File: src/design/uart_err_pkg.sv
/*
 * Constants shared by the receive data and error status block: register offsets,
 * field positions, reset values and timing counts.
 * Assumes a 50 MHz clock and classic Wishbone with 32-bit data.
 */
package uart_err_pkg;
    localparam int unsigned CLK_HZ = 50_000_000;
    localparam int unsigned BAUD_DEFAULT = 115200;
    localparam int unsigned OVERSAMPLE = 16;
    localparam logic [15:0] BAUD_DIV_RESET = 16'(CLK_HZ / (OVERSAMPLE * BAUD_DEFAULT));
    localparam logic [3:0] SUB_LAST = 4'hf;
    localparam logic [3:0] SUB_MID = 4'h7;
    localparam logic [2:0] DATA_LAST = 3'h7;

    localparam logic [7:0] ADDR_DATA = 8'h00;
    localparam logic [7:0] ADDR_STATUS = 8'h04;
    localparam logic [7:0] ADDR_CTRL = 8'h08;
    localparam logic [7:0] ADDR_IRQ_STAT = 8'h0c;
    localparam logic [7:0] ADDR_IRQ_MASK = 8'h10;

    localparam int unsigned DR_OE_BIT = 11;
    localparam int unsigned DR_BREAK_BIT = 10;
    localparam int unsigned DR_PARITY_BIT = 9;
    localparam int unsigned DR_FRAMING_BIT = 8;

    localparam int unsigned ST_OE_BIT = 3;
    localparam int unsigned ST_BREAK_BIT = 2;
    localparam int unsigned ST_PARITY_BIT = 1;
    localparam int unsigned ST_FRAMING_BIT = 0;

    localparam int unsigned IRQ_LSB = 7;

    localparam int unsigned CTRL_FIFO_EN_BIT = 0;
    localparam int unsigned CTRL_PAR_EN_BIT = 1;
    localparam int unsigned CTRL_EVEN_PARITY_SELECT_BIT = 2;
    localparam int unsigned CTRL_STICK_PARITY_SELECT_BIT = 3;
    localparam int unsigned CTRL_DIV_LSB = 16;
    localparam logic CTRL_FIFO_EN_RESET = 1'b1;
endpackage

File: src/design/uart_rx_data_error_status.sv
/*
 * Character data port and receive error status of a serial port, with receive
 * FIFO, transmit holding register and serialiser, Wishbone classic slave and
 * error interrupt. Assumes a 50 MHz clock and an asynchronous receive pin.
 */
// Our own choice: register access over Wishbone.
`timescale 1ns/100ps
`default_nettype none
// Operation
// - Data read returns oldest received char in 7:0; write queues char to send.
// - Data bit 11 shows overrun, cleared once a new character is stored.
// - Overrun discards incoming char, keeps FIFO; status bit 3 reports overrun.
// - Break flagged in data bit 10 and status bit 2 after a low word.
// - A break loads exactly one zero character into the FIFO.
// - After break, wait for line high and a fresh start bit.
// - Parity error in data bit 9, status bit 1, per even and stick selects.
// - Framing error in data bit 8, status bit 0 when stop bit is low.
// - Break, parity and framing flags are stored with each FIFO character.
// - Status register shows overrun, break, parity, framing in bits 3 to 0.
// - Any write to the status register clears all four flags except an overrun arriving in that same cycle.
// - FIFO disabled means storage of a single entry.
// - Error interrupt fires on the four errors, bits 7 to 10.
module uart_rx_data_error_status
    import uart_err_pkg::*;
#(
    parameter int FIFO_DEPTH = 32,
    parameter int FIFO_AW = 5
) (
    input wire logic clk_i,
    input wire logic rst_i,
    input wire logic wb_cyc_i,
    input wire logic wb_stb_i,
    input wire logic wb_we_i,
    input wire logic [7:0] wb_adr_i,
    input wire logic [3:0] wb_sel_i,
    input wire logic [31:0] wb_dat_i,
    output logic [31:0] wb_dat_o,
    output logic wb_ack_o,
    input wire logic rx_i,
    output logic tx_o,
    output logic irq_o
);
    // ********************************************************************
    // Synchronisers, clocking and bus decode
    // ********************************************************************
    logic rx_s1_ff, rx_s2_ff, rx_s3_ff, rx_lvl_ff;
    logic [15:0] baud_div_ff, baud_cnt_ff;
    logic tick_ff;
    logic fifo_en_ff, par_en_ff, even_parity_select_ff, stick_parity_select_ff;
    logic req, wr, rd;
    logic char_valid, ch_framing, ch_parity, ch_break;
    logic [7:0] ch_data;

    assign req = wb_cyc_i & wb_stb_i & ~wb_ack_o;
    assign wr = req & wb_we_i;
    assign rd = req & ~wb_we_i;

    always_ff @(posedge clk_i) begin
        if (rst_i) begin
            rx_s1_ff <= 1'b1;
            rx_s2_ff <= 1'b1;
            rx_s3_ff <= 1'b1;
            rx_lvl_ff <= 1'b1;
        end else begin
            rx_s1_ff <= rx_i;
            rx_s2_ff <= rx_s1_ff;
            rx_s3_ff <= rx_s2_ff;
            if (rx_s2_ff == rx_s3_ff) begin
                rx_lvl_ff <= rx_s3_ff;
            end
        end
    end

    always_ff @(posedge clk_i) begin
        if (rst_i) begin
            baud_cnt_ff <= 16'h0000;
            tick_ff <= 1'b0;
        end else begin
            tick_ff <= 1'b0;
            if (baud_cnt_ff + 16'h0001 >= baud_div_ff) begin
                baud_cnt_ff <= 16'h0000;
                tick_ff <= 1'b1;
            end else begin
                baud_cnt_ff <= baud_cnt_ff + 16'h0001;
            end
        end
    end

    always_ff @(posedge clk_i) begin
        if (rst_i) begin
            fifo_en_ff <= CTRL_FIFO_EN_RESET;
            par_en_ff <= 1'b0;
            even_parity_select_ff <= 1'b0;
            stick_parity_select_ff <= 1'b0;
            baud_div_ff <= BAUD_DIV_RESET;
        end else if (wr && wb_adr_i == ADDR_CTRL) begin
            if (wb_sel_i[0]) begin
                fifo_en_ff <= wb_dat_i[CTRL_FIFO_EN_BIT];
                par_en_ff <= wb_dat_i[CTRL_PAR_EN_BIT];
                even_parity_select_ff <= wb_dat_i[CTRL_EVEN_PARITY_SELECT_BIT];
                stick_parity_select_ff <= wb_dat_i[CTRL_STICK_PARITY_SELECT_BIT];
            end
            if (wb_sel_i[3:2] == 2'b11) begin
                baud_div_ff <= wb_dat_i[CTRL_DIV_LSB +: 16];
            end
        end
    end

    uart_rx_frame uart_rx_frame_i (
        .clk_i(clk_i),
        .rst_i(rst_i),
        .tick_i(tick_ff),
        .rx_i(rx_lvl_ff),
        .par_en_i(par_en_ff),
        .even_parity_select_i(even_parity_select_ff),
        .stick_parity_select_i(stick_parity_select_ff),
        .char_valid_o(char_valid),
        .char_data_o(ch_data),
        .framing_error_o(ch_framing),
        .parity_error_o(ch_parity),
        .break_error_o(ch_break)
    );

    // ********************************************************************
    // Receive FIFO and error flags
    // ********************************************************************
    logic [10:0] mem [FIFO_DEPTH];
    logic [FIFO_AW-1:0] wr_ptr_ff, rd_ptr_ff;
    logic [FIFO_AW:0] count_ff;
    logic [FIFO_AW:0] cap;
    logic full, push, pop, overrun, ovr_live_ff;
    logic [10:0] top;
    logic [3:0] status_ff;

    assign cap = fifo_en_ff ? (FIFO_AW+1)'(FIFO_DEPTH) : (FIFO_AW+1)'(1);
    assign full = count_ff >= cap;
    assign push = char_valid & ~full;
    assign overrun = char_valid & full;
    assign pop = rd & (wb_adr_i == ADDR_DATA) & (count_ff != '0);
    assign top = mem[rd_ptr_ff];

    always_ff @(posedge clk_i) begin
        if (push) begin
            mem[wr_ptr_ff] <= {ch_break, ch_parity, ch_framing, ch_data};
        end
    end

    always_ff @(posedge clk_i) begin
        if (rst_i) begin
            wr_ptr_ff <= '0;
            rd_ptr_ff <= '0;
            count_ff <= '0;
        end else begin
            if (push) begin
                wr_ptr_ff <= (wr_ptr_ff == FIFO_AW'(FIFO_DEPTH - 1)) ? '0 : wr_ptr_ff + 1'b1;
            end
            if (pop) begin
                rd_ptr_ff <= (rd_ptr_ff == FIFO_AW'(FIFO_DEPTH - 1)) ? '0 : rd_ptr_ff + 1'b1;
            end
            count_ff <= count_ff + (FIFO_AW+1)'(push) - (FIFO_AW+1)'(pop);
        end
    end

    always_ff @(posedge clk_i) begin
        if (rst_i) begin
            ovr_live_ff <= 1'b0;
        end else if (overrun) begin
            ovr_live_ff <= 1'b1;
        end else if (push) begin
            ovr_live_ff <= 1'b0;
        end
    end

    logic [3:0] st_set;
    assign st_set = {overrun, pop ? top[10:8] : 3'b000};

    always_ff @(posedge clk_i) begin
        if (rst_i) begin
            status_ff <= 4'h0;
        end else if (wr && wb_adr_i == ADDR_STATUS) begin
            status_ff <= st_set;
        end else begin
            status_ff <= status_ff | st_set;
        end
    end

    // ********************************************************************
    // Error interrupt
    // ********************************************************************
    logic [3:0] irq_stat_ff, irq_mask_ff, irq_set;

    assign irq_set = {overrun, char_valid & ch_break, char_valid & ch_parity, char_valid & ch_framing};

    always_ff @(posedge clk_i) begin
        if (rst_i) begin
            irq_stat_ff <= 4'h0;
            irq_mask_ff <= 4'h0;
            irq_o <= 1'b0;
        end else begin
            if (rd && wb_adr_i == ADDR_IRQ_STAT) begin
                irq_stat_ff <= irq_set;
            end else begin
                irq_stat_ff <= irq_stat_ff | irq_set;
            end
            if (wr && wb_adr_i == ADDR_IRQ_MASK && wb_sel_i[1:0] == 2'b11) begin
                irq_mask_ff <= wb_dat_i[IRQ_LSB +: 4];
            end
            irq_o <= |(irq_stat_ff & irq_mask_ff);
        end
    end

    // ********************************************************************
    // Transmit holding register and serialiser
    // ********************************************************************
    logic [7:0] tx_hold_ff;
    logic tx_full_ff, tx_busy_ff;
    logic [10:0] tx_shift_ff;
    logic [3:0] tx_bits_ff, tx_sub_ff;
    logic tx_par;

    assign tx_par = stick_parity_select_ff ? ~even_parity_select_ff
        : (even_parity_select_ff ? ^tx_hold_ff : ~^tx_hold_ff);

    always_ff @(posedge clk_i) begin
        if (rst_i) begin
            tx_hold_ff <= 8'h00;
            tx_full_ff <= 1'b0;
            tx_busy_ff <= 1'b0;
            tx_shift_ff <= 11'h7ff;
            tx_bits_ff <= 4'h0;
            tx_sub_ff <= 4'h0;
            tx_o <= 1'b1;
        end else begin
            if (wr && wb_adr_i == ADDR_DATA && wb_sel_i[0] && !tx_full_ff) begin
                tx_hold_ff <= wb_dat_i[7:0];
                tx_full_ff <= 1'b1;
            end else if (!tx_busy_ff && tx_full_ff) begin
                tx_full_ff <= 1'b0;
                tx_busy_ff <= 1'b1;
                tx_sub_ff <= 4'h0;
                tx_shift_ff <= {1'b1, tx_par, tx_hold_ff, 1'b0};
                tx_bits_ff <= par_en_ff ? 4'hb : 4'ha;
            end
            if (tx_busy_ff && tick_ff) begin
                tx_sub_ff <= tx_sub_ff + 4'h1;
                if (tx_sub_ff == SUB_LAST) begin
                    tx_shift_ff <= {1'b1, tx_shift_ff[10:1]};
                    tx_bits_ff <= tx_bits_ff - 4'h1;
                    if (tx_bits_ff == 4'h1) begin
                        tx_busy_ff <= 1'b0;
                    end
                end
            end
            tx_o <= tx_busy_ff ? ((tx_bits_ff == 4'h1 && !par_en_ff) ? 1'b1 : tx_shift_ff[0]) : 1'b1;
        end
    end

    // ********************************************************************
    // Bus answer
    // ********************************************************************
    always_ff @(posedge clk_i) begin
        if (rst_i) begin
            wb_ack_o <= 1'b0;
            wb_dat_o <= 32'h0000_0000;
        end else begin
            wb_ack_o <= req;
            if (rd) begin
                case (wb_adr_i)
                    ADDR_DATA: wb_dat_o <= {20'h00000, ovr_live_ff, top};
                    ADDR_STATUS: wb_dat_o <= {28'h0000000, status_ff};
                    ADDR_CTRL: wb_dat_o <= {baud_div_ff, 12'h000, stick_parity_select_ff,
                        even_parity_select_ff, par_en_ff, fifo_en_ff};
                    ADDR_IRQ_STAT: wb_dat_o <= {21'h000000, irq_stat_ff, 7'h00};
                    ADDR_IRQ_MASK: wb_dat_o <= {21'h000000, irq_mask_ff, 7'h00};
                    default: wb_dat_o <= 32'h0000_0000;
                endcase
            end
        end
    end

    // ********************************************************************
    // Checks
    // ********************************************************************
    AST_ACK_ONE: assert property (@(posedge clk_i) disable iff (rst_i)
        req |=> wb_ack_o ##1 !wb_ack_o)
        else $error("Ack not a single cycle after request.");

    AST_OVR_KEEP: assert property (@(posedge clk_i) disable iff (rst_i)
        overrun && !pop |=> count_ff == $past(count_ff) && wr_ptr_ff == $past(wr_ptr_ff))
        else $error("Overrun character was written to full FIFO.");

    AST_OVR_FLAGS: assert property (@(posedge clk_i) disable iff (rst_i)
        overrun |=> ovr_live_ff && status_ff[ST_OE_BIT])
        else $error("Overrun did not set both flags.");

    AST_OVR_CLEAR: assert property (@(posedge clk_i) disable iff (rst_i)
        push |=> !ovr_live_ff)
        else $error("Overrun flag stayed after a store.");

    AST_ECR_CLEAR: assert property (@(posedge clk_i) disable iff (rst_i)
        wr && wb_adr_i == ADDR_STATUS && st_set == 4'h0 |=> status_ff == 4'h0)
        else $error("Status write did not clear flags.");

    AST_POP_READ: assert property (@(posedge clk_i) disable iff (rst_i)
        pop && !push |=> count_ff == $past(count_ff) - 1'b1 && wb_dat_o[10:0] == $past(top)
            && (status_ff[2:0] & $past(top[10:8])) == $past(top[10:8]))
        else $error("Data read did not pop the top entry.");

    AST_SINGLE: assert property (@(posedge clk_i) disable iff (rst_i)
        !fifo_en_ff && count_ff <= 1 |=> count_ff <= 1)
        else $error("Single entry mode held more than one.");

    AST_IRQ: assert property (@(posedge clk_i) disable iff (rst_i)
        (irq_stat_ff & irq_mask_ff) != 4'h0 |=> irq_o)
        else $error("Unmasked error did not raise interrupt.");

    COV_OVERRUN: cover property (@(posedge clk_i) disable iff (rst_i) overrun);
    COV_CLEAR: cover property (@(posedge clk_i) disable iff (rst_i) wr && wb_adr_i == ADDR_STATUS && status_ff != 4'h0);
    COV_FULL_POP: cover property (@(posedge clk_i) disable iff (rst_i) full && pop);
endmodule // uart_rx_data_error_status
`default_nettype wire

File: src/design/uart_rx_frame.sv
/*
 * Serial frame receiver: eight data bits, optional parity, one stop bit, break
 * detection. Assumes rx_i is already synchronised and tick_i pulses at 16x baud.
 */
`timescale 1ns/100ps
`default_nettype none
module uart_rx_frame
    import uart_err_pkg::*;
(
    input wire logic clk_i,
    input wire logic rst_i,
    input wire logic tick_i,
    input wire logic rx_i,
    input wire logic par_en_i,
    input wire logic even_parity_select_i,
    input wire logic stick_parity_select_i,
    output logic char_valid_o,
    output logic [7:0] char_data_o,
    output logic framing_error_o,
    output logic parity_error_o,
    output logic break_error_o
);
    typedef enum logic [2:0] {IDLE, START, DATA, PAR, STOP, BRK_WAIT} rx_state_type;

    rx_state_type state_ff;
    logic [3:0] sub_ff;
    logic [2:0] bit_ff;
    logic [7:0] shift_ff;
    logic par_bit_ff;
    logic all_zero_ff;
    logic exp_par;

    assign exp_par = stick_parity_select_i ? ~even_parity_select_i : (even_parity_select_i ? ^shift_ff : ~^shift_ff);

    always_ff @(posedge clk_i) begin
        if (rst_i) begin
            state_ff <= IDLE;
            sub_ff <= 4'h0;
            bit_ff <= 3'h0;
            shift_ff <= 8'h00;
            par_bit_ff <= 1'b0;
            all_zero_ff <= 1'b0;
            char_valid_o <= 1'b0;
            char_data_o <= 8'h00;
            framing_error_o <= 1'b0;
            parity_error_o <= 1'b0;
            break_error_o <= 1'b0;
        end else begin
            char_valid_o <= 1'b0;
            case (state_ff)
                IDLE: begin
                    sub_ff <= 4'h0;
                    if (!rx_i) begin
                        state_ff <= START;
                    end
                end
                START: begin
                    if (tick_i) begin
                        if (sub_ff == SUB_MID) begin
                            sub_ff <= 4'h0;
                            bit_ff <= 3'h0;
                            all_zero_ff <= 1'b1;
                            state_ff <= rx_i ? IDLE : DATA;
                        end else begin
                            sub_ff <= sub_ff + 4'h1;
                        end
                    end
                end
                DATA: begin
                    if (tick_i) begin
                        sub_ff <= sub_ff + 4'h1;
                        if (sub_ff == SUB_LAST) begin
                            shift_ff <= {rx_i, shift_ff[7:1]};
                            all_zero_ff <= all_zero_ff & ~rx_i;
                            bit_ff <= bit_ff + 3'h1;
                            if (bit_ff == DATA_LAST) begin
                                state_ff <= par_en_i ? PAR : STOP;
                            end
                        end
                    end
                end
                PAR: begin
                    if (tick_i) begin
                        sub_ff <= sub_ff + 4'h1;
                        if (sub_ff == SUB_LAST) begin
                            par_bit_ff <= rx_i;
                            all_zero_ff <= all_zero_ff & ~rx_i;
                            state_ff <= STOP;
                        end
                    end
                end
                STOP: begin
                    if (tick_i) begin
                        sub_ff <= sub_ff + 4'h1;
                        if (sub_ff == SUB_LAST) begin
                            char_valid_o <= 1'b1;
                            if (all_zero_ff && !rx_i) begin
                                char_data_o <= 8'h00;
                                break_error_o <= 1'b1;
                                framing_error_o <= 1'b0;
                                parity_error_o <= 1'b0;
                                state_ff <= BRK_WAIT;
                            end else begin
                                char_data_o <= shift_ff;
                                break_error_o <= 1'b0;
                                framing_error_o <= ~rx_i;
                                parity_error_o <= par_en_i & (par_bit_ff != exp_par);
                                state_ff <= IDLE;
                            end
                        end
                    end
                end
                BRK_WAIT: begin
                    if (rx_i) begin
                        state_ff <= IDLE;
                    end
                end
                default: begin
                    state_ff <= IDLE;
                end
            endcase
        end
    end

    AST_BREAK_ZERO: assert property (@(posedge clk_i) disable iff (rst_i)
        char_valid_o && break_error_o |-> char_data_o == 8'h00 && !framing_error_o && !parity_error_o)
        else $error("Break did not load a zero character.");

    AST_BREAK_HOLD: assert property (@(posedge clk_i) disable iff (rst_i)
        (char_valid_o && break_error_o) ##0 (!rx_i) [*2] |-> !char_valid_o && state_ff == BRK_WAIT)
        else $error("Receiver left break wait while line low.");

    AST_PARITY_OFF: assert property (@(posedge clk_i) disable iff (rst_i)
        char_valid_o && !$past(par_en_i) |-> !parity_error_o)
        else $error("Parity error flagged with parity off.");

    COV_BREAK: cover property (@(posedge clk_i) disable iff (rst_i) char_valid_o && break_error_o);
endmodule // uart_rx_frame
`default_nettype wire

File: config.mk
export PLATFORM = sky130hd
export DESIGN_NAME = uart_rx_data_error_status
export DESIGN_NICKNAME = d
export VERILOG_FILES = /design/src/design/uart_err_pkg.sv /design/src/design/uart_rx_data_error_status.sv /design/src/design/uart_rx_frame.sv
export SDC_FILE = /design/constraint.sdc
export NUM_CORES = 1
export LEC_CHECK = 0
export ABC_AREA = 1
export BUFFER_PORTS_ARGS = -buffer_cell sky130_fd_sc_hd__buf_4
export CAP_MARGIN = 20
export CORE_MARGIN = 3
export CORE_UTILIZATION = 45
export DETAILED_ROUTE_END_ITERATION = 6
export GPL_TIMING_DRIVEN = 0
export PLACE_DENSITY_LB_ADDON = 0.08
export SLEW_MARGIN = 20
export SYNTH_ARGS = -nofsm -noshare
export SYNTH_HDL_FRONTEND = slang
export SYNTH_SLANG_ARGS = --single-unit
File: constraint.sdc
create_clock -name clk_i -period 2.5 [get_ports clk_i]
set_clock_uncertainty 0.05 [all_clocks]
set_input_delay 0.25 -clock clk_i [delete_from_list [all_inputs] [get_ports clk_i]]
set_output_delay 0.25 -clock clk_i [all_outputs]
set_load 0.01 [all_outputs]
==> results of run 1 <==
## stage by stage
stage / TNS [ns] / instances / hold slack, ns
6_report: -2.79 / 3067 / 0.0436
5_1_grt: -7.09 / 3067 / 0.0450
4_1_cts: -2.83 / 3047 / 0.00382
3_5_place_dp: -101.12 / 2885 / 0.346
3_3_place_gp: -305.26 / 2857 / 0.341
2_1_floorplan: -0.102 / 2167 / 0.304
## cells in the mapped netlist, types with 3 or more instances
| master | count | area (um^2) |
|---|---|---|
| sky130_fd_sc_hd__o221ai_1 | 3 | 26.3 |
| sky130_fd_sc_hd__nor3_1 | 18 | 90.1 |
| sky130_fd_sc_hd__o21bai_1 | 3 | 22.5 |
| sky130_fd_sc_hd__ha_1 | 40 | 500 |
| sky130_fd_sc_hd__a22oi_1 | 4 | 30.0 |
| sky130_fd_sc_hd__a211oi_1 | 15 | 113 |
| sky130_fd_sc_hd__clkbuf_1 | 38 | 143 |
| sky130_fd_sc_hd__a31oi_1 | 4 | 25.0 |
| sky130_fd_sc_hd__o21ai_1 | 16 | 80.1 |
| sky130_fd_sc_hd__nor2_4 | 4 | 45.0 |
| sky130_fd_sc_hd__nand4_1 | 12 | 75.1 |
| sky130_fd_sc_hd__edfxtp_1 | 352 | 10600 |
| sky130_fd_sc_hd__xor2_1 | 14 | 123 |
| sky130_fd_sc_hd__inv_2 | 4 | 15.0 |
| sky130_fd_sc_hd__dfxtp_1 | 167 | 3340 |
| sky130_fd_sc_hd__nand3_1 | 299 | 1500 |
| sky130_fd_sc_hd__nand2_1 | 497 | 1870 |
| sky130_fd_sc_hd__xnor2_1 | 11 | 96.3 |
| sky130_fd_sc_hd__nor4_1 | 3 | 18.8 |
| sky130_fd_sc_hd__buf_2 | 25 | 125 |
| sky130_fd_sc_hd__o22ai_1 | 5 | 31.3 |
| sky130_fd_sc_hd__or2_2 | 5 | 31.3 |
| sky130_fd_sc_hd__buf_4 | 21 | 158 |
| sky130_fd_sc_hd__buf_6 | 21 | 236 |
| sky130_fd_sc_hd__o21ai_0 | 86 | 430 |
| sky130_fd_sc_hd__a21oi_1 | 103 | 515 |
| sky130_fd_sc_hd__o211ai_1 | 35 | 263 |
| sky130_fd_sc_hd__buf_1 | 3 | 11.3 |
| sky130_fd_sc_hd__nor2_1 | 173 | 649 |
| sky130_fd_sc_hd__inv_1 | 148 | 556 |
## worst min-delay path, cell delays in order
cell	delay [ns]
sky130_fd_sc_hd__buf_4	0.09
sky130_fd_sc_hd__nor2_4	0.04
sky130_fd_sc_hd__nand2_1	0.06
sky130_fd_sc_hd__a21oi_1	0.08
sky130_fd_sc_hd__nand2_1	0.06
sky130_fd_sc_hd__a21oi_1	0.05
## worst paths after layout
check	from	end	slack, ns	cells after the start
setup / recovery	baud_cnt_ff[0]	baud_cnt_ff[4]	-0.19	17
hold / removal	wb_adr_i[0]	wb_dat_o[0]	0.04	6
setup reg to reg	baud_cnt_ff[0]	baud_cnt_ff[4]	-0.19	17
hold reg to reg	rx_s1_ff	rx_s2_ff	0.36	1
## placed cells by master, fill, tap and decap left out, types with 13 or more instances in the layout
cell type and count:
sky130_fd_sc_hd__nand2_1 489, sky130_fd_sc_hd__edfxtp_1 352, sky130_fd_sc_hd__nand3_1 294, sky130_fd_sc_hd__dfxtp_1 149, sky130_fd_sc_hd__inv_1 137, sky130_fd_sc_hd__buf_4 136
sky130_fd_sc_hd__nor2_1 135, sky130_fd_sc_hd__a21oi_1 100, sky130_fd_sc_hd__o21ai_0 81, sky130_fd_sc_hd__clkbuf_16 57, sky130_fd_sc_hd__clkbuf_1 44, sky130_fd_sc_hd__buf_6 40
sky130_fd_sc_hd__o211ai_1 35, sky130_fd_sc_hd__ha_1 34, sky130_fd_sc_hd__nor2_4 32, sky130_fd_sc_hd__dlygate4sd3_1 32, sky130_fd_sc_hd__buf_2 22, sky130_fd_sc_hd__o21ai_1 20
sky130_fd_sc_hd__dfxtp_2 15, sky130_fd_sc_hd__clkinv_1 14, sky130_fd_sc_hd__a211oi_1 14, sky130_fd_sc_hd__clkinv_2 13
## cells by family after synthesis
| family | after synthesis | share of synthesized area (%) |
|---|---|---|
| other | 1 | 0.0170 |
| XOR/XNOR | 26 | 1.07 |
| buffers and inverters | 264 | 5.81 |
| AO/OA/AOI/OAI | 282 | 7.30 |
| adder cells (fa/ha/maj) | 41 | 2.36 |
| flip-flops | 519 | 63.2 |
| AND/OR/NAND/NOR | 1031 | 20.3 |
## area by class of cell
| cell class | instances | area, um^2 | share of cell area (%) |
|---|---|---|---|
| multi-input combinational | 1384 | 7400 | 27.5 |
| clock buffer | 71 | 1530 | 5.68 |
| clock inverter | 30 | 220 | 0.818 |
| sequential | 519 | 13900 | 51.8 |
| inverter | 155 | 596 | 2.21 |
| timing repair buffer | 184 | 1730 | 6.44 |
| tap | 615 | 769 | 2.86 |
| buffer | 109 | 721 | 2.68 |
## timing repair
| item | in CTS | in global routing |
|---|---|---|
| hold buffers | 32 | 0 |
| setup endpoints to repair | 354 | 170 |
| setup buffers | 28 | 20 |
| resized for setup | 71 | 49 |
| pin swaps | 38 | 31 |
| cloned | 1 | 0 |
| endpoints found under the hold margin | 41 | 0 |
## state kept, by name (all words and copies together) (netlist names), 6 cells and up, named ones only
| name | count |
|---|---|
| wb_dat_o | 28 |
| uart_rx_frame_i.shift_ff | 8 |
| count_ff | 6 |
| mem | 352 |
| tx_shift_ff | 11 |
| baud_cnt_ff | 16 |
| uart_rx_frame_i.char_data_o | 8 |
| tx_hold_ff | 8 |
| baud_div_ff | 16 |
## layer usage
layer | wire (um) | GRT usage [%] | share of wire [%]
met1 | 27500 | 34.1 | 42
met2 | 31200 | 42.4 | 48
met3 | 4530 | 3.98 | 6.9
met4 | 2200 | 8.56 | 3.4
met5 | 0 | 0 | 0
## where the power goes
| part | internal [uW] | leakage, uW | switching (uW) | total, uW |
|---|---|---|---|---|
| clock network | 4600 | 0.000871 | 3370 | 7970 |
| logic | 209 | 0.00471 | 346 | 556 |
| registers | 9080 | 0.00462 | 32.0 | 9120 |
| total | 13900 | 0.0102 | 3750 | 17600 |
==> impl_metrics.tcl, run 1 <==
set metrics [dict create \
    timing.critical_path.buf_inv 5 \
    min_period_ns 2.69 \
    cts-root-to-sink-buffers 3 \
    dpl_worst_slack_ns -0.608 \
    crit_slowest_cell "sky130_fd_sc_hd__dfxtp_4" \
    synthesized_flop_and_latch_total 519 \
    clock-root-buffer "sky130_fd_sc_hd__clkbuf_16" \
    failed_checks "negative setup slack" \
    critical_path_peak_fanout 5 \
    diodes 0 \
    cts-htree-levels 2 \
    aggregate_global_route_resource_usage_pct 25.4 \
    synthDistinctLibCells 57 \
    max_slew.worst_pin.slew_ns 0.773 \
    cts.reportedPaths.clkPinSlew_ns 0.06 \
    yosysSeqAreaShare_pct 63.2 \
    worst_ep_arrival_time_ns 3.18 \
    clock.fmax_ghz 0.371 \
    syn_avg_cell_area_um2 10.2 \
    finish.utilization_pct 56.0 \
    final_critical_path_setup_slack_ns -0.193 \
    grt_first_pass_wirelength_um 97800 \
    rsz0062_at_grt "yes" \
    max-slew-margin-rel_pct 48.5 \
    design_power_total_uw 17600 \
    io-pin-count 85 \
    finalSetupViolCount 19 \
    antenna_violating_nets_post_route 0 \
    num-fill-cells 4176 \
    globalRouteOverflowTotal 0 \
    crit_path_max_delay_family "simple AND/OR/NAND/NOR gates" \
    hpwlAfterDp_um 45100 \
    detailedRoute.firstPassIterationCount 6 \
    horizontal_die_dimension_um 227 \
    synth-async-reset-ratio_pct 0 \
    route.detailed.vias_per_inst 5.43 \
    tritoncts "built" \
    timing.critical_path.from_type "flop" \
    drcViolationCount 0 \
    drt-wirelength-per-cell_um 21.3 \
    crit_top_cell "sky130_fd_sc_hd__inv_2" \
    postRouteWirelength_um 65500 \
    antenna_violations_before_repair 0 \
    timing.hold.worst.class "in2reg" \
    first_global_vias 16000 \
    vias 16700 \
    clock_insertion_delay_worst_skew_ns 0.61 \
    worstPathCellList "ha_4, nand3_4, nor3_4, nor4b_4, xnor2_2, inv_1, ha_1, nand2_2, inv_2, nand3_4, inv_2, a21oi_2, nand3_2, nor2_4, inv_2, buf_4, nor2_1" \
    maxSlewViolCount 0 \
    coreArea_um2 48000 \
    cellLeakagePower_uw 0.0102 \
    timing.final.hold_violations 0 \
    cp-end-kind "flop" \
    design.final.nets 2498 \
    critical_path.max_stage_delay_ns 0.37 \
    cp_data_required_time_ns 2.98 \
    yosysWarnings 0 \
    post_route_cells_drive_above_1_share_pct 17.9 \
    result_of_the_run "finished, violations left" \
    cts.sink_count 519 \
    initial_cell_density_of_the_core_pct 45.9 \
    die-area_um2 51600 \
    min_period_over_period_pct 108 \
    ir_worst_vdd_uv 545 \
    ys_dominant_reg_cell "sky130_fd_sc_hd__edfxtp_1" \
    placement.io_buffers 75 \
    core.rowCount 80 \
    synth-edff-count 352 \
    final_design_area_no_fill_um2 26900 \
    grt_start_max_net_pins 35 \
    postSynthCellCount 2164 \
    globalplace.congestion 0.855 \
    worstSetupPathType "reg2reg" \
    timing.max_cap.violations 0 \
    chipHeight_um 227 \
    synth_area_um2 22000 \
    postPlaceCellArea_um2 23900 \
    p_per_area_nw_per_um2 656 \
    dr.first_iter.drc_count 1543 \
    area_growth_syn_to_layout_pct 22.2 \
    numCtsBuffers 54 \
]
(Power assumes the default switching activity.)
==> run 2, diff against run 1 <==
SETUP_SLACK_MARGIN = 0.02   (was unset)
==> run 2 against run 1 <==
Against the previous run:
- register-to-register slack worse by 0.04 ns
- the flow still finishes with violations (negative setup slack)
- global-route usage is 0.27 points higher
- largest power group unchanged
- cell area is 0.32% lower
- largest cell class unchanged
==> impl_metrics.tcl, run 2 (synthesis results as in run 1) <==
set metrics [dict create \
    max-slew-margin-rel_pct 50.5 \
    tritoncts "built" \
    multiInputGateArea_um2 7370 \
    mostFrequentLayoutCells "sky130_fd_sc_hd__nand2_1, sky130_fd_sc_hd__edfxtp_1, sky130_fd_sc_hd__nand3_1" \
    min_period_over_period_pct 109 \
    initial_cell_density_of_the_core_pct 45.9 \
    finish.utilization_pct 55.8 \
    finalSetupViolCount 19 \
    top_regs "mem (352), wb_dat_o (28)" \
    antenna_violations_before_repair 0 \
    worstSetupPathType "reg2reg" \
    worst_r2r_path_depth 17 \
    maxSlewViolCount 0 \
    cp_data_required_time_ns 2.99 \
    cts.sink_count 519 \
    area_growth_syn_to_layout_pct 21.8 \
    drt-wirelength-per-cell_um 21.6 \
    largest_register_ffs 352 \
    core.rowCount 80 \
    registers.top_by_ff_count "mem" \
    worst_r2r_startpoint "baud_cnt_ff[0]" \
    timing.critical_path.from_type "flop" \
    mostFrequentLayoutCell "sky130_fd_sc_hd__nand2_1" \
    failed_checks "negative setup slack" \
    timing.max_cap.violations 0 \
    clock.fmax_ghz 0.366 \
    rsz0062_at_grt "yes" \
    detailedRoute.firstPassIterationCount 5 \
    route.detailed.vias_per_inst 5.47 \
    grt_start_max_net_pins 35 \
    io-pin-count 85 \
    timing.final.hold_violations 0 \
    min_delay_path_depth 3 \
    cellLeakagePower_uw 0.0101 \
    timing.hold.worst.class "in2reg" \
    numCtsBuffers 56 \
    placement.io_buffers 75 \
    cts-root-to-sink-buffers 3 \
    coreArea_um2 48000 \
    worst_ep_arrival_time_ns 3.22 \
    grt_first_pass_wirelength_um 98600 \
    diodes 0 \
    area.sequential_um2 13900 \
    die-area_um2 51600 \
    cts-htree-levels 2 \
    design_power_total_uw 17600 \
    worstSetupStartpoint "baud_cnt_ff[0]" \
    vias 16800 \
    p_per_area_nw_per_um2 657 \
    endpoint_of_the_worst_setup_timing_path "baud_cnt_ff[0]" \
    antenna_violating_nets_post_route 0 \
    num-fill-cells 4208 \
    critical_path_peak_fanout 5 \
    postRouteWirelength_um 66300 \
    dr.first_iter.drc_count 1384 \
    globalplace.congestion 0.872 \
    chipHeight_um 227 \
    rrSetupSlack_ns -0.23 \
    horizontal_die_dimension_um 227 \
    final_critical_path_setup_slack_ns -0.232 \
    post_route_cells_drive_above_1_share_pct 17.4 \
    design.final.nets 2498 \
    clock_insertion_delay_worst_skew_ns 0.62 \
    cts.reportedPaths.clkPinSlew_ns 0.06 \
    result_of_the_run "finished, violations left" \
    clock-root-buffer "sky130_fd_sc_hd__clkbuf_16" \
    min_period_ns 2.73 \
    hpwlAfterDp_um 45300 \
    reg2reg_to "baud_cnt_ff[0]" \
    first_global_vias 16300 \
    drcViolationCount 0 \
    globalRouteOverflowTotal 0 \
    aggregate_global_route_resource_usage_pct 25.7 \
    max_slew.worst_pin.slew_ns 0.743 \
    ir_worst_vdd_uv 463 \
    cp-end-kind "flop" \
]
==> run 2: cell types whose count changed in the layout (fill, tap and decap cells not counted), sizes merged <==
cell and delta:
clkinv -3, dlygate4sd3 +2, clkbuf +3, clkinvlp +1, buf -2, inv +1
==> run 2: power breakdown <==
part | switching [uW] | internal (uW) | total, uW
Combinational | 349 | 210 | 560
Clock | 3400 | 4550 | 7940
Sequential | 33.2 | 9090 | 9120
==> run 2: worst min path at each step <==
stage	to	slack [ns]	startpoint
floorplan	rx_s1_ff	0.30	rx_i
global placement	rx_s2_ff	0.35	rx_s1_ff
detailed placement	rx_s2_ff	0.36	rx_s1_ff
CTS	even_parity_select_ff	0.004	wb_sel_i[0]
global route	par_en_ff	0.04	wb_sel_i[0]
finish	par_en_ff	0.03	wb_sel_i[0]
==> run 2: timing repair <==
action,CTS,global route
gates resized for setup,62,61
hold buffers,34,0
endpoints found under the setup margin,344,232
hold endpoints to repair,39,0
setup buffers,30,15
pin swaps,35,34
cloned,1,0
==> run 2: final cells by class <==
class	instances	area share (%)
clock inverters	29	0.802
well taps	615	2.87
plain buffers	109	2.68
clock buffers	76	5.66
multi-input cells	1384	27.5
repair buffers	182	6.27
flip-flops and latches	519	52.0
inverters	155	2.24
==> run 2: critical path: stages (launching register included) <==
cell and delay [ns]:
sky130_fd_sc_hd__dfxtp_4 0.37, sky130_fd_sc_hd__ha_4 0.15, sky130_fd_sc_hd__nand3_4 0.07, sky130_fd_sc_hd__nor3_4 0.24, sky130_fd_sc_hd__nor4b_4 0.25, sky130_fd_sc_hd__xnor2_1 0.17
sky130_fd_sc_hd__inv_1 0.08, sky130_fd_sc_hd__ha_1 0.29, sky130_fd_sc_hd__nand2_2 0.08, sky130_fd_sc_hd__inv_1 0.06, sky130_fd_sc_hd__nand3_4 0.09, sky130_fd_sc_hd__inv_2 0.04
sky130_fd_sc_hd__a21oi_2 0.13, sky130_fd_sc_hd__nand3_2 0.12, sky130_fd_sc_hd__nor2_4 0.18, sky130_fd_sc_hd__inv_4 0.07, sky130_fd_sc_hd__buf_6 0.13, sky130_fd_sc_hd__nor2_1 0.07
==> run 2: routing by layer <==
| metal | routed length, um | vias to the layer above | GRT usage (%) |
|---|---|---|---|
| met5 | 0 | - | 0 |
| met3 | 5220 | 159 | 5.67 |
| li1 | - | 7939 | - |
| met4 | 2970 | 0 | 9.88 |
| met2 | 30900 | 675 | 42.7 |
| met1 | 27200 | 8013 | 33.0 |
==> run 2: through the flow <==
| step | TNS (ns) | cells | cell area [um^2] | worst slack [ns] | hold slack [ns] |
|---|---|---|---|---|---|
| 6_report | -3.37 | 3069 | 26800 | -0.232 | 0.0349 |
| 4_1_cts | -7.50 | 3054 | 26500 | -0.211 | 0.00436 |
| 3_5_place_dp | -99.58 | 2884 | 23900 | -0.609 | 0.359 |
| 3_3_place_gp | -300.44 | 2857 | 23400 | -1.47 | 0.351 |
| 5_1_grt | -6.92 | 3069 | 26800 | -0.410 | 0.0351 |
| 2_1_floorplan | -0.102 | 2167 | 22100 | -0.102 | 0.304 |
